==> config.mk <==
export PLATFORM = sky130hd
export DESIGN_NAME = hoist_brake_sequencer
export DESIGN_NICKNAME = d
export VERILOG_FILES = /design/src/brake_pkg.sv /design/src/hoist_brake_sequencer.sv
export SDC_FILE = /design/constraint.sdc
export NUM_CORES = 1
export LEC_CHECK = 0
export ABC_AREA = 1
export ABC_CLOCK_PERIOD_IN_PS = 14300
export BUFFER_PORTS_ARGS = -buffer_cell sky130_fd_sc_hd__buf_2
export CORE_UTILIZATION = 55
export DETAILED_ROUTE_END_ITERATION = 7
export PLACE_DENSITY = 0.85
export SLEW_MARGIN = 20
export SYNTH_ARGS = -nofsm -noshare
export SYNTH_HDL_FRONTEND = slang
export SYNTH_SLANG_ARGS = --single-unit
==> constraint.sdc <==
create_clock -name core_clk -period 14.3 [get_ports core_clk]
set_input_delay 0.715 -clock core_clk [delete_from_list [all_inputs] [get_ports core_clk]]
set_output_delay 0.715 -clock core_clk [all_outputs]
set_load 0.005 [all_outputs]
==> src/brake_pkg.sv <==
// Purpose: constants for the hoist brake sequencer
// Assumes: 10 MHz core clock, APB register access
// Notes: times are in 0.1 s steps, frequencies in 0.1 Hz, levels in percent
package brake_pkg;
    // ------------------------------------------------------------
    // timing
    // ------------------------------------------------------------
    localparam int CLK_PERIOD_NS = 100;
    localparam int STEP_PERIOD_NS = 100000000;
    localparam int STEP_CYCLES = STEP_PERIOD_NS / CLK_PERIOD_NS;
    localparam int CUR_FILT_CYCLES = 16;
    // ------------------------------------------------------------
    // register offsets
    // ------------------------------------------------------------
    localparam logic [7:0] OFS_SELECT = 8'h00;
    localparam logic [7:0] OFS_REL_CUR = 8'h04;
    localparam logic [7:0] OFS_REL_FREQ = 8'h08;
    localparam logic [7:0] OFS_REL_TORQ = 8'h0c;
    localparam logic [7:0] OFS_REL_TIME = 8'h10;
    localparam logic [7:0] OFS_APP_FREQ = 8'h14;
    localparam logic [7:0] OFS_APP_TIME = 8'h18;
    localparam logic [7:0] OFS_STOP_FREQ = 8'h1c;
    localparam logic [7:0] OFS_TERM_FUNC = 8'h20;
    localparam logic [7:0] OFS_STATUS = 8'h24;
    // ------------------------------------------------------------
    // select field positions
    // ------------------------------------------------------------
    localparam int SEL_SPEED_SRC = 0;
    localparam int SEL_QUICK = 2;
    localparam int SEL_FREQ_SRC = 3;
    localparam int SEL_RUN_GATE = 4;
    // ------------------------------------------------------------
    // reset values and fixed codes
    // ------------------------------------------------------------
    localparam logic [4:0] RST_SELECT = 5'h00;
    localparam logic [8:0] RST_REL_CUR = 9'h064;
    localparam logic [7:0] RST_REL_FREQ = 8'h0a;
    localparam logic [8:0] RST_REL_TORQ = 9'h064;
    localparam logic [5:0] RST_REL_TIME = 6'h0a;
    localparam logic [7:0] RST_APP_FREQ = 8'h0a;
    localparam logic [5:0] RST_APP_TIME = 6'h0a;
    localparam logic [7:0] RST_STOP_FREQ = 8'h05;
    localparam logic [7:0] RST_TERM_FUNC = 8'h00;
    localparam logic [7:0] BRAKE_FUNC_CODE = 8'h39;
    localparam logic [6:0] PCT_FULL = 7'h64;

    typedef enum logic [1:0] {
        BRAKE_APPLIED = 2'b01,
        BRAKE_RELEASED = 2'b10
    } brake_state_e;
endpackage

==> src/hoist_brake_sequencer.sv <==
// Purpose: brake release/apply decision for a hoisting drive, APB slave
// Assumes: all inputs synchronous to core_clk
// Notes: forced states hold the brake applied (release command low)
//
// Functional notes
// RQ1: release after current, frequency or torque stays above level for release delay.
// RQ2: current level is 0..300 percent of rated current of chosen duty.
// RQ3: release frequency level only counts under volts-per-hertz control.
// RQ4: release torque level only counts under vector control.
// RQ5: response bit 0 filters current detection, 1 detects unfiltered.
// RQ6: volts-per-hertz: apply when run off and frequency below level for delay.
// RQ7: vector: apply when chosen speed below chosen level for apply delay.
// RQ8: speed bit: 0 detected speed, 1 reference speed.
// RQ9: sensorless vector control needs speed bit set to reference speed.
// RQ10: frequency bit: 0 stop frequency, 1 brake-apply frequency.
// RQ11: run bit: 0 ignores run command, 1 apply only with run off.
// RQ12: set run bit when forward and reverse are switched.
// RQ13: output shutdown during apply delay applies the brake at once.
// RQ14: motors two to four hold the brake in the forced state.
// RQ15: alarm or coast-to-stop forces the brake state immediately.
// RQ16: terminal shows command only when its function equals brake code.
// RQ17: delay counts restart from zero when their condition lapses.
`timescale 1ns/10ps
module hoist_brake_sequencer
    import brake_pkg::*;
#(
    parameter int STEP_CYC = STEP_CYCLES,
    parameter int FILT_CYC = CUR_FILT_CYCLES,
    parameter logic [15:0] RATED_HEAVY = 16'h0064,
    parameter logic [15:0] RATED_LIGHT = 16'h0078
) (
    // clock and reset
    input wire logic core_clk,
    input wire logic sys_rst,
    // apb
    input wire logic psel,
    input wire logic penable,
    input wire logic pwrite,
    input wire logic [7:0] paddr,
    input wire logic [31:0] pwdata,
    output logic [31:0] prdata,
    output logic pready,
    output logic pslverr,
    // drive state
    input wire logic runCmd,
    input wire logic vectorMode,
    input wire logic lightDuty,
    input wire logic outputShutdown,
    input wire logic alarmTrip,
    input wire logic coastCmd,
    input wire logic [1:0] motorSel,
    input wire logic [15:0] outCurrent,
    input wire logic [15:0] outFreq,
    input wire logic [15:0] torqueCmd,
    input wire logic [15:0] detSpeed,
    input wire logic [15:0] refSpeed,
    // brake
    output logic brakeReleaseCmd,
    output logic brakeTerminal
);
    localparam int SW = $clog2(STEP_CYC + 1);
    localparam int FW = $clog2(FILT_CYC + 1);

    // ------------------------------------------------------------
    // apb registers
    // ------------------------------------------------------------
    logic [4:0] select_reg, select_next;
    logic [8:0] relCur_reg, relCur_next;
    logic [7:0] relFreq_reg, relFreq_next;
    logic [8:0] relTorq_reg, relTorq_next;
    logic [5:0] relTime_reg, relTime_next;
    logic [7:0] appFreq_reg, appFreq_next;
    logic [5:0] appTime_reg, appTime_next;
    logic [7:0] stopFreq_reg, stopFreq_next;
    logic [7:0] termFunc_reg, termFunc_next;
    logic [31:0] prdata_reg, prdata_next;
    logic pready_reg, pready_next;
    logic pslverr_reg, pslverr_next;
    logic [3:0] status;
    logic relCounting, appCounting;

    function automatic logic mapped(input logic [7:0] a);
        return a <= OFS_STATUS && a[1:0] == 2'b00;
    endfunction

    always_comb begin
        select_next = select_reg;
        relCur_next = relCur_reg;
        relFreq_next = relFreq_reg;
        relTorq_next = relTorq_reg;
        relTime_next = relTime_reg;
        appFreq_next = appFreq_reg;
        appTime_next = appTime_reg;
        stopFreq_next = stopFreq_reg;
        termFunc_next = termFunc_reg;
        prdata_next = prdata_reg;
        pslverr_next = pslverr_reg;
        pready_next = psel && penable && !pready_reg;
        if (psel && penable && !pready_reg) begin
            pslverr_next = !mapped(paddr);
            prdata_next = 32'h0000_0000;
            if (!pwrite) begin
                unique case (paddr)
                    OFS_SELECT: prdata_next = {27'h0, select_reg};
                    OFS_REL_CUR: prdata_next = {23'h0, relCur_reg};
                    OFS_REL_FREQ: prdata_next = {24'h0, relFreq_reg};
                    OFS_REL_TORQ: prdata_next = {23'h0, relTorq_reg};
                    OFS_REL_TIME: prdata_next = {26'h0, relTime_reg};
                    OFS_APP_FREQ: prdata_next = {24'h0, appFreq_reg};
                    OFS_APP_TIME: prdata_next = {26'h0, appTime_reg};
                    OFS_STOP_FREQ: prdata_next = {24'h0, stopFreq_reg};
                    OFS_TERM_FUNC: prdata_next = {24'h0, termFunc_reg};
                    OFS_STATUS: prdata_next = {28'h0, status};
                    default: prdata_next = 32'h0000_0000;
                endcase
            end
        end
        // write lands on the edge that samples pready high
        if (psel && penable && pready_reg && pwrite) begin
            unique case (paddr)
                OFS_SELECT: select_next = {pwdata[4:2], 1'b0, pwdata[0]};
                OFS_REL_CUR: relCur_next = pwdata[8:0];
                OFS_REL_FREQ: relFreq_next = pwdata[7:0];
                OFS_REL_TORQ: relTorq_next = pwdata[8:0];
                OFS_REL_TIME: relTime_next = pwdata[5:0];
                OFS_APP_FREQ: appFreq_next = pwdata[7:0];
                OFS_APP_TIME: appTime_next = pwdata[5:0];
                OFS_STOP_FREQ: stopFreq_next = pwdata[7:0];
                OFS_TERM_FUNC: termFunc_next = pwdata[7:0];
                default: ;
            endcase
        end
    end

    always_ff @(posedge core_clk or posedge sys_rst) begin
        if (sys_rst) begin
            select_reg <= RST_SELECT;
            relCur_reg <= RST_REL_CUR;
            relFreq_reg <= RST_REL_FREQ;
            relTorq_reg <= RST_REL_TORQ;
            relTime_reg <= RST_REL_TIME;
            appFreq_reg <= RST_APP_FREQ;
            appTime_reg <= RST_APP_TIME;
            stopFreq_reg <= RST_STOP_FREQ;
            termFunc_reg <= RST_TERM_FUNC;
            prdata_reg <= 32'h0000_0000;
            pready_reg <= 1'b0;
            pslverr_reg <= 1'b0;
        end else begin
            select_reg <= select_next;
            relCur_reg <= relCur_next;
            relFreq_reg <= relFreq_next;
            relTorq_reg <= relTorq_next;
            relTime_reg <= relTime_next;
            appFreq_reg <= appFreq_next;
            appTime_reg <= appTime_next;
            stopFreq_reg <= stopFreq_next;
            termFunc_reg <= termFunc_next;
            prdata_reg <= prdata_next;
            pready_reg <= pready_next;
            pslverr_reg <= pslverr_next;
        end
    end

    assign prdata = prdata_reg;
    assign pready = pready_reg;
    assign pslverr = pslverr_reg;

    // ------------------------------------------------------------
    // conditions
    // ------------------------------------------------------------
    logic [31:0] curScaled, curLimit;
    logic curAbove, curDet, relCond, appCond, forceApply;
    logic [15:0] cmpSpeed, cmpLevel;

    assign curScaled = outCurrent * {9'h0, PCT_FULL};
    assign curLimit = (lightDuty ? RATED_LIGHT : RATED_HEAVY) * {7'h0, relCur_reg}; // RQ2
    assign curAbove = curScaled > curLimit;
    assign cmpSpeed = select_reg[SEL_SPEED_SRC] ? refSpeed : detSpeed; // RQ8
    assign cmpLevel = {8'h0, select_reg[SEL_FREQ_SRC] ? appFreq_reg : stopFreq_reg}; // RQ10
    assign forceApply = alarmTrip || coastCmd || motorSel != 2'b00; // RQ14 RQ15

    always_comb begin
        relCond = curDet;
        if (vectorMode) begin
            relCond = relCond || torqueCmd > {7'h0, relTorq_reg}; // RQ4
            appCond = cmpSpeed < cmpLevel && !(select_reg[SEL_RUN_GATE] && runCmd); // RQ7 RQ11
        end else begin
            relCond = relCond || outFreq > {8'h0, relFreq_reg}; // RQ3
            appCond = !runCmd && outFreq < {8'h0, appFreq_reg}; // RQ6
        end
    end

    // ------------------------------------------------------------
    // current detection filter and step divider
    // ------------------------------------------------------------
    logic [FW-1:0] filtCnt_reg, filtCnt_next;
    logic [SW-1:0] div_reg, div_next;
    logic step;

    assign step = div_reg == SW'(STEP_CYC - 1);

    always_comb begin
        div_next = step ? '0 : div_reg + 1'b1;
        filtCnt_next = '0;
        if (curAbove && filtCnt_reg != FW'(FILT_CYC)) begin
            filtCnt_next = filtCnt_reg + 1'b1;
        end else if (curAbove) begin
            filtCnt_next = filtCnt_reg;
        end
        // slow response waits for a stable rise, quick takes it raw
        curDet = select_reg[SEL_QUICK] ? curAbove : filtCnt_reg == FW'(FILT_CYC); // RQ5
    end

    always_ff @(posedge core_clk or posedge sys_rst) begin
        if (sys_rst) begin
            div_reg <= '0;
            filtCnt_reg <= '0;
        end else begin
            div_reg <= div_next;
            filtCnt_reg <= filtCnt_next;
        end
    end

    // ------------------------------------------------------------
    // brake state machine
    // ------------------------------------------------------------
    brake_state_e state_reg, state_next;
    logic [5:0] relCnt_reg, relCnt_next;
    logic [5:0] appCnt_reg, appCnt_next;
    logic term_reg, term_next;

    always_comb begin
        state_next = state_reg;
        relCnt_next = '0;
        appCnt_next = '0;
        unique case (state_reg)
            BRAKE_APPLIED: begin
                if (!forceApply && !outputShutdown && relCond) begin
                    // the first step pulse may fall early, so one pulse more closes the full delay
                    if (relCnt_reg >= relTime_reg && (step || relTime_reg == 6'h00)) begin
                        state_next = BRAKE_RELEASED; // RQ1
                    end else begin
                        relCnt_next = relCnt_reg + 6'(step); // RQ17
                    end
                end
            end
            BRAKE_RELEASED: begin
                if (forceApply || outputShutdown) begin
                    state_next = BRAKE_APPLIED; // RQ13 RQ15
                end else if (appCond) begin
                    if (appCnt_reg >= appTime_reg && (step || appTime_reg == 6'h00)) begin
                        state_next = BRAKE_APPLIED; // RQ6 RQ7
                    end else begin
                        appCnt_next = appCnt_reg + 6'(step); // RQ17
                    end
                end
            end
            default: state_next = BRAKE_APPLIED;
        endcase
        term_next = state_next == BRAKE_RELEASED && termFunc_reg == BRAKE_FUNC_CODE; // RQ16
    end

    always_ff @(posedge core_clk or posedge sys_rst) begin
        if (sys_rst) begin
            state_reg <= BRAKE_APPLIED;
            relCnt_reg <= '0;
            appCnt_reg <= '0;
            term_reg <= 1'b0;
        end else begin
            state_reg <= state_next;
            relCnt_reg <= relCnt_next;
            appCnt_reg <= appCnt_next;
            term_reg <= term_next;
        end
    end

    assign brakeReleaseCmd = state_reg[1];
    assign brakeTerminal = term_reg;
    assign relCounting = relCnt_reg != 6'h00;
    assign appCounting = appCnt_reg != 6'h00;
    assign status = {term_reg, appCounting, relCounting, brakeReleaseCmd};
endmodule

## Word-level counts from Yosys, hierarchy flattened

Index checks and enable logic that the tools add are counted.

| word-level totals | value |
|---|---|
| register bits after elaboration | 140 |
| output and inout bits | 36 |
| word-level logic and storage cells | 116 |

| operators by class | value |
|---|---|
| add/subtract/negate cells | 4 |
| multipliers | 2 |
| $lt $le $gt $ge | 8 |
| equality and inequality tests | 17 |
| mux-type cells | 24 |
| reductions and logical operators | 43 |

Operator list:

| operator | number |
|---|---|
| $pmux 9 s10 | 1 |
| $mux 6 | 7 |
| $eq 8x5->1 const B | 4 |
| $lt 16x8->1 | 2 |
| $eq 8x6->1 const B | 3 |
| $gt 23x16->1 | 1 |
| $mul 16x5->21 const B | 1 |
| $add 20x1->20 const B | 1 |
| $eq 20x20->1 const B | 1 |
| $mux 20 | 1 |
| $reduce_and 2->1 | 9 |
| $eq 8x4->1 const B | 2 |
| $gt 16x8->1 | 1 |
| $gt 16x9->1 | 1 |
| $mul 7x9->16 | 1 |
| $mux 16 | 1 |
| $mux 5 | 3 |
| $logic_and 1x1->1 | 14 |
| $add 6x1->6 | 2 |
| $ge 6x6->1 | 2 |
| $logic_not 6->1 | 2 |
| $reduce_bool 6->1 | 2 |
| $mux 2 | 5 |
| $mux 9 | 1 |
| other kinds (16) | 30 |

## Logic depth before layout (Yosys ltp)

| logic depth | value |
|---|---|
| word-level depth | 11 |
| depth in mapped cells | 36 |

## Worst setup path after synthesis

OpenSTA, ideal clock, no wires.

| timing | value |
|---|---|
| path type | in2reg |
| from | input port lightDuty |
| to | register term_reg (netlist: brakeTerminal) |
| setup time | 71 ps |
| arrival time | 5615 ps |
| data required time | 14229 ps |
| slack | 8614 ps |
| stages | 33 |
| path buffers | 1 |
| cell sequence | clkbuf_1 -> nand2_1 -> fa_1 -> inv_1 -> fa_1 -> fa_1 -> ha_1 -> inv_1 -> fa_1 -> o21ai_0 -> a21oi_1 -> o21bai_1 -> nand2_1 -> nand2_1 -> a21oi_1 -> xor2_1 -> ha_1 -> nand2_1 -> nor3_1 -> o21ai_0 -> nand2_1 -> nand2_1 -> nand2_1 -> nand2_1 -> nand3_4 -> nand2_1 -> nand2_2 -> nand3_2 -> nand2_1 -> nand2_1 -> nand2_1 -> nand2_1 -> nor2_1 |

| on the way | value |
|---|---|
| cells in the longest elaborated chain, start to end | 11 |
| elaborated cells between the ends (all ways) | 12 |
| those cells by class | mul: 1; order compare: 1; eq/ne: 1; mux: 5; reduce/logical: 4 |

RTL lines:

| what | line | source |
|---|---|---|
| from (decl) | hoist_brake_sequencer.sv:47 | `input wire logic lightDuty,` |
| $mux 5 * | hoist_brake_sequencer.sv:177 | `assign curLimit = (lightDuty ? RATED_LIGHT : RATED_HEAVY) * {7'h0, relCur_reg};` |
| $mul 7x9->16 * | hoist_brake_sequencer.sv:177 |  |
| $gt 23x16->1 * | hoist_brake_sequencer.sv:178 | `assign curAbove = curScaled > curLimit;` |
| $mux 1 * | hoist_brake_sequencer.sv:212 | `curDet = select_reg[SEL_QUICK] ? curAbove : filtCnt_reg == FW'(FILT_CYC);` |
| $logic_or 1x1->1, on equally long branches | hoist_brake_sequencer.sv:189, hoist_brake_sequencer.sv:186 |  |
| $mux 1 * | hoist_brake_sequencer.sv:185 | `if (vectorMode) begin` |
| $logic_and 1x1->1 * | hoist_brake_sequencer.sv:239 | `if (!forceApply && !outputShutdown && relCond) begin` |
| $mux 2 * | hoist_brake_sequencer.sv:239 |  |
| $pmux 2 s2 * | hoist_brake_sequencer.sv:237 | `unique case (state_reg)` |
| $eq 2x2->1 * | hoist_brake_sequencer.sv:261 | `term_next = state_next == BRAKE_RELEASED && termFunc_reg == BRAKE_FUNC_CODE;` |
| $logic_and 1x1->1 * | hoist_brake_sequencer.sv:261 |  |
| net term_next | hoist_brake_sequencer.sv:231 | `logic term_reg, term_next;` |
| to (signal assigned) | hoist_brake_sequencer.sv:274 | `term_reg <= term_next;` |
| to (decl) | hoist_brake_sequencer.sv:231 |  |

Mark *: on every way through the listed nets, which the timed path passes. The rest lies on a longest branch.
A chain may end at the register's enable or synchronous reset.

## Worst setup path after layout

| timing | value |
|---|---|
| from | input port lightDuty |
| to | register relCnt_reg[2] |

| on the way | value |
|---|---|
| cells in the longest elaborated chain, start to end | 9 |
| elaborated cells between the ends (all ways) | 10 |
| those cells by class | mul: 1; order compare: 1; mux: 5; reduce/logical: 3 |

RTL lines:

| what | line | source |
|---|---|---|
| $mux 5 * | hoist_brake_sequencer.sv:177 |  |
| $mul 7x9->16 * | hoist_brake_sequencer.sv:177 |  |
| $gt 23x16->1 * | hoist_brake_sequencer.sv:178 |  |
| $mux 1 * | hoist_brake_sequencer.sv:212 |  |
| $logic_or 1x1->1, on equally long branches | hoist_brake_sequencer.sv:189, hoist_brake_sequencer.sv:186 |  |
| $mux 1 * | hoist_brake_sequencer.sv:185 |  |
| $logic_and 1x1->1 * | hoist_brake_sequencer.sv:239 |  |
| $mux 6 * | hoist_brake_sequencer.sv:239 |  |
| $mux 6 * | hoist_brake_sequencer.sv:237 |  |
| net relCnt_next[2] | hoist_brake_sequencer.sv:229 | `logic [5:0] relCnt_reg, relCnt_next;` |
| to (signal assigned) | hoist_brake_sequencer.sv:272 | `relCnt_reg <= relCnt_next;` |
| to (decl) | hoist_brake_sequencer.sv:229 |  |

Marks and branches as above.

==> impl_summary.txt <==
----------------------------------------------------
[Layout]
  Nets@finish ... 1820
  Layout fillers ... 1525
  Non-filler cells, final ... 1753
  Leading cell type in the layout, fill and taps excluded ... sky130_fd_sc_hd__nand2_1
  Final design instance area without fill ... 11870 sq um
  Most frequent cells in the layout ... 306 x sky130_fd_sc_hd__nand2_1, 259 x sky130_fd_sc_hd__inv_1, 148 x sky130_fd_sc_hd__ha_1, 122 x sky130_fd_sc_hd__buf_2, 100 x sky130_fd_sc_hd__dfrtp_1
  Fraction of final layout cells with drive strength greater than 1 ... 14.35%
  Number of flip-flops under the largest register name ... 20
  Area growth, synth to finish ... 13.82%
  ANT cells ... 0
  Final Core Density ... 63.69%

[Floorplan]
  Height of the die ... 139.7 um
  Die width ... 139.7 um
  Floorplan die area ... 19520 sq um
  Boundary Pins ... 169
  Starting Density ... 55.96%
  Cell row count ... 50
  Floorplan Core Area ... 18640 sq um

[STA]
  Final Skew ... 0.008853 ns
  Count of final max-slew check failures ... 0
  Unrepaired setup endpoints after global routing ... false
  Maximum clock frequency ... 169.7 MHz
  Final Hold Slack ... 0.3035 ns
  Transition at the pin with the smallest max-transition slack ... 0.7749 ns
  Share of the clock period used by the worst path after layout ... 41.20%
  Total negative setup slack ... 0 ns
  Number of failing setup endpoints in the final timing report ... 0
  Time the worst path needs with I/O delays and setup ... 5.891 ns
  Rel. slew slack ... 48.15%
  Final hold violations ... 0
  Post-route worst setup slack ... 8.409 ns

[Synthesis]
  Netlist area before placement ... 10430 sq um
  Count of mapped cells out of synthesis ... 1373
  Synth area leaders ... sky130_fd_sc_hd__dfrtp_1 24%, sky130_fd_sc_hd__ha_1 18%, sky130_fd_sc_hd__nand2_1 11%
  Prevailing post-synth register cell ... sky130_fd_sc_hd__dfrtp_1
  Synth Area per Inst ... 7.598 sq um
  Post-synthesis sequential element count ... 117
  Count of distinct cell types in the synthesized netlist ... 46
  Async set or reset register ratio after synthesis ... 100.0%
  Share of the yosys chip area belonging to registers ... 28.27%
  Ys Warns ... 0
  Yosys top cell area share ... 23.99%
  Cell type with the largest total area after synthesis ... sky130_fd_sc_hd__dfrtp_1
  Number of flops mapped to enable cells by yosys ... 0

[Run]
  Max-cap viol count ... 0

[Global route]
  Pin count of the biggest net entering global routing ... 82
  GRT Residual Overflow ... 0
  Gr usage total ... 26.41%
  Via count of the first global-routing pass ... 8867
  Global-route wire length before repair ... 41380 um
  Number of antenna violations at the first check in global routing ... 0

[Power and ir drop]
  Power share of the combinational group ... 27.3%
  Cell Pwr Density ... 93.58 nW/um^2
  Internal ... 0.7508 mW
  Net switching share of the total power ... 32.42%
  Proportion of power drawn by flip-flops and latches ... 31.8%
  Net switching power ... 0.3603 mW
  Clock network fraction of total power ... 40.9%
  Power after layout ... 1.111 mW
  Leak Pwr ... 6.299 nW
  Peak supply drop ... 94.74 uV

[Worst setup path]
  Path depth of the worst reg2reg path ... 28
  Critical path's largest stage delay ... 0.50 ns
  Worst-path cell with the longest stage delay ... sky130_fd_sc_hd__fa_1
  Data arrival, critical path ... 6.21 ns
  Reg-to-reg critical path endpoint ... relCnt_reg[2]$_DFF_PP0_
  Kind of critical path ... in2reg
  Kind of end point of the critical path ... register
  Critical Path Most Common Cell ... sky130_fd_sc_hd__nand2_1
  Type of element launching the critical path ... input port
  Largest fanout on the critical path ... 18
  Required time worst endpoint ... 14.62 ns
  Reg-to-reg critical path startpoint ... relCur_reg[2]$_DFFE_PP1P_
  Worst R2R Setup Slack ... 8.44 ns

[Detailed routing]
  Initial DRC count ... 657
  Detail-routed net length per standard cell ... 14.09 um
  Number of antenna-violating nets in the routed design ... 0
  Total number of vias ... 9386
  1st-pass router iterations ... 6
  DR DRC count ... 0
  Post-detailed-routing wire length ... 24690 um
  Post-detailed-route via-to-cell ratio ... 5.354

[Clock network]
  Number of buffers created by CTS ... 17
  Clk_lat worst skew ... 0.42 ns
  TritonCTS sink count ... 117
  Number of buffers inserted by post-CTS setup repair ... 0
  Quantity of hold-fixing buffers added after cts ... 0
  Root buf cell ... sky130_fd_sc_hd__clkbuf_16
  TritonCTS clock tree ... built
  Clock slew at the register clock pins of the worst setup and hold paths ... 0.05 ns
  Buffer levels on the longest clock path ... 2
  H-Tree Depth ... 4
  Post-CTS sizing ... 0

[Placement]
  Detailed-placement wirelength estimate ... 19230 um
  Count of buffers from port buffering ... 122
  Final RePlAce weighted congestion ... 0.9367
  Total cell area at the placement stage ... 11220 sq um
  Placed Cells incl. Taps ... 1721
  Worst slack at placement ... 8.031 ns

[Status]
  Run status ... completed

[Min path]
  Min-Delay Path Class ... in2async

----------------------------------------------------
cells by family (layout without fill, tap and decap cells):
family          after synthesis  after routing  synth area share, %
flops                       117            117                28.27
compound gates              218            218                11.60
other cells                   2             31              0.07199
xor+xnor                     30             30                2.519
fa+ha+maj                   180            180                23.89
buf+inv                     315            432                12.17
simple gates                511            511                21.48
synth_stat cells (2+ instances only):
master / number
sky130_fd_sc_hd__nand2_1: 306
sky130_fd_sc_hd__inv_1: 260
sky130_fd_sc_hd__ha_1: 148
sky130_fd_sc_hd__dfrtp_1: 100
sky130_fd_sc_hd__o21ai_0: 99
sky130_fd_sc_hd__nor2_1: 82
sky130_fd_sc_hd__a21oi_1: 55
sky130_fd_sc_hd__nand3_1: 44
sky130_fd_sc_hd__fa_1: 32
sky130_fd_sc_hd__buf_4: 23
sky130_fd_sc_hd__xor2_1: 22
sky130_fd_sc_hd__o21ai_1: 21
sky130_fd_sc_hd__nor3_1: 20
sky130_fd_sc_hd__dfstp_2: 17
sky130_fd_sc_hd__inv_2: 17
sky130_fd_sc_hd__nand4_1: 16
sky130_fd_sc_hd__clkbuf_1: 14
sky130_fd_sc_hd__a221oi_1: 12
sky130_fd_sc_hd__nor2_2: 11
sky130_fd_sc_hd__o22ai_1: 10
sky130_fd_sc_hd__xnor2_1: 8
sky130_fd_sc_hd__o21bai_1: 5
sky130_fd_sc_hd__nand3_2: 4
sky130_fd_sc_hd__nand4_2: 4
sky130_fd_sc_hd__nor3_2: 4
sky130_fd_sc_hd__nor4_1: 4
sky130_fd_sc_hd__and2_1: 3
sky130_fd_sc_hd__nor3b_1: 3
sky130_fd_sc_hd__o2111ai_1: 3
sky130_fd_sc_hd__o21a_1: 3
sky130_fd_sc_hd__o31ai_1: 3
sky130_fd_sc_hd__a2111oi_0: 2
sky130_fd_sc_hd__a21o_1: 2
sky130_fd_sc_hd__conb_1: 2
sky130_fd_sc_hd__nand3b_1: 2
sky130_fd_sc_hd__or4_1: 2
power by group through the flow:
stage | combinational [mW] | clock (mW) | sequential [mW]
CTS | 0.302 | 0.457 | 0.353
detailed placement | 0.300 | 0 | 0.359
floorplan | 0.229 | 0 | 0.356
finish | 0.303 | 0.454 | 0.354
global route | 0.352 | 0.473 | 0.355
global placement | 0.288 | 0 | 0.358
layer usage:
| metal | global-route usage (%) | routed length, um |
|---|---|---|
| met2 | 44.74 | 11860 |
| met4 | 8.676 | 609 |
| met5 | 0 | 0 |
| met3 | 5.058 | 1629 |
| met1 | 33.86 | 10600 |
critical path: cells and delay by family:
family,cells,cell delay (ns)
xor+xnor,1,0.14
compound gates,5,0.82
fa+ha+maj,6,2.57
simple gates,14,1.62
buf+inv,3,0.37
area by class of cell:
type	count	area (sq um)	area share, %
clock buffers	17	425.4	3.583
well taps	234	292.8	2.466
clock inverters	14	203.9	1.718
repair buffers	124	638.1	5.374
multi-input cells	970	6322	53.25
flip-flops and latches	117	2949	24.84
inverters	277	1042	8.778
how the worst max path moves through the flow:
stage | slack [ns] | startpoint | to
2_1_floorplan | 8.61 | lightDuty | brakeTerminal$_DFF_PP0_
4_1_cts | 8.40 | lightDuty | relCnt_reg[2]$_DFF_PP0_
5_1_grt | 7.98 | lightDuty | relCnt_reg[2]$_DFF_PP0_
6_report | 8.41 | lightDuty | relCnt_reg[2]$_DFF_PP0_
3_3_place_gp | 8.21 | lightDuty | relCnt_reg[3]$_DFF_PP0_
3_5_place_dp | 8.03 | lightDuty | relCnt_reg[2]$_DFF_PP0_
No activity file was read; power rests on OpenSTA's default activity.
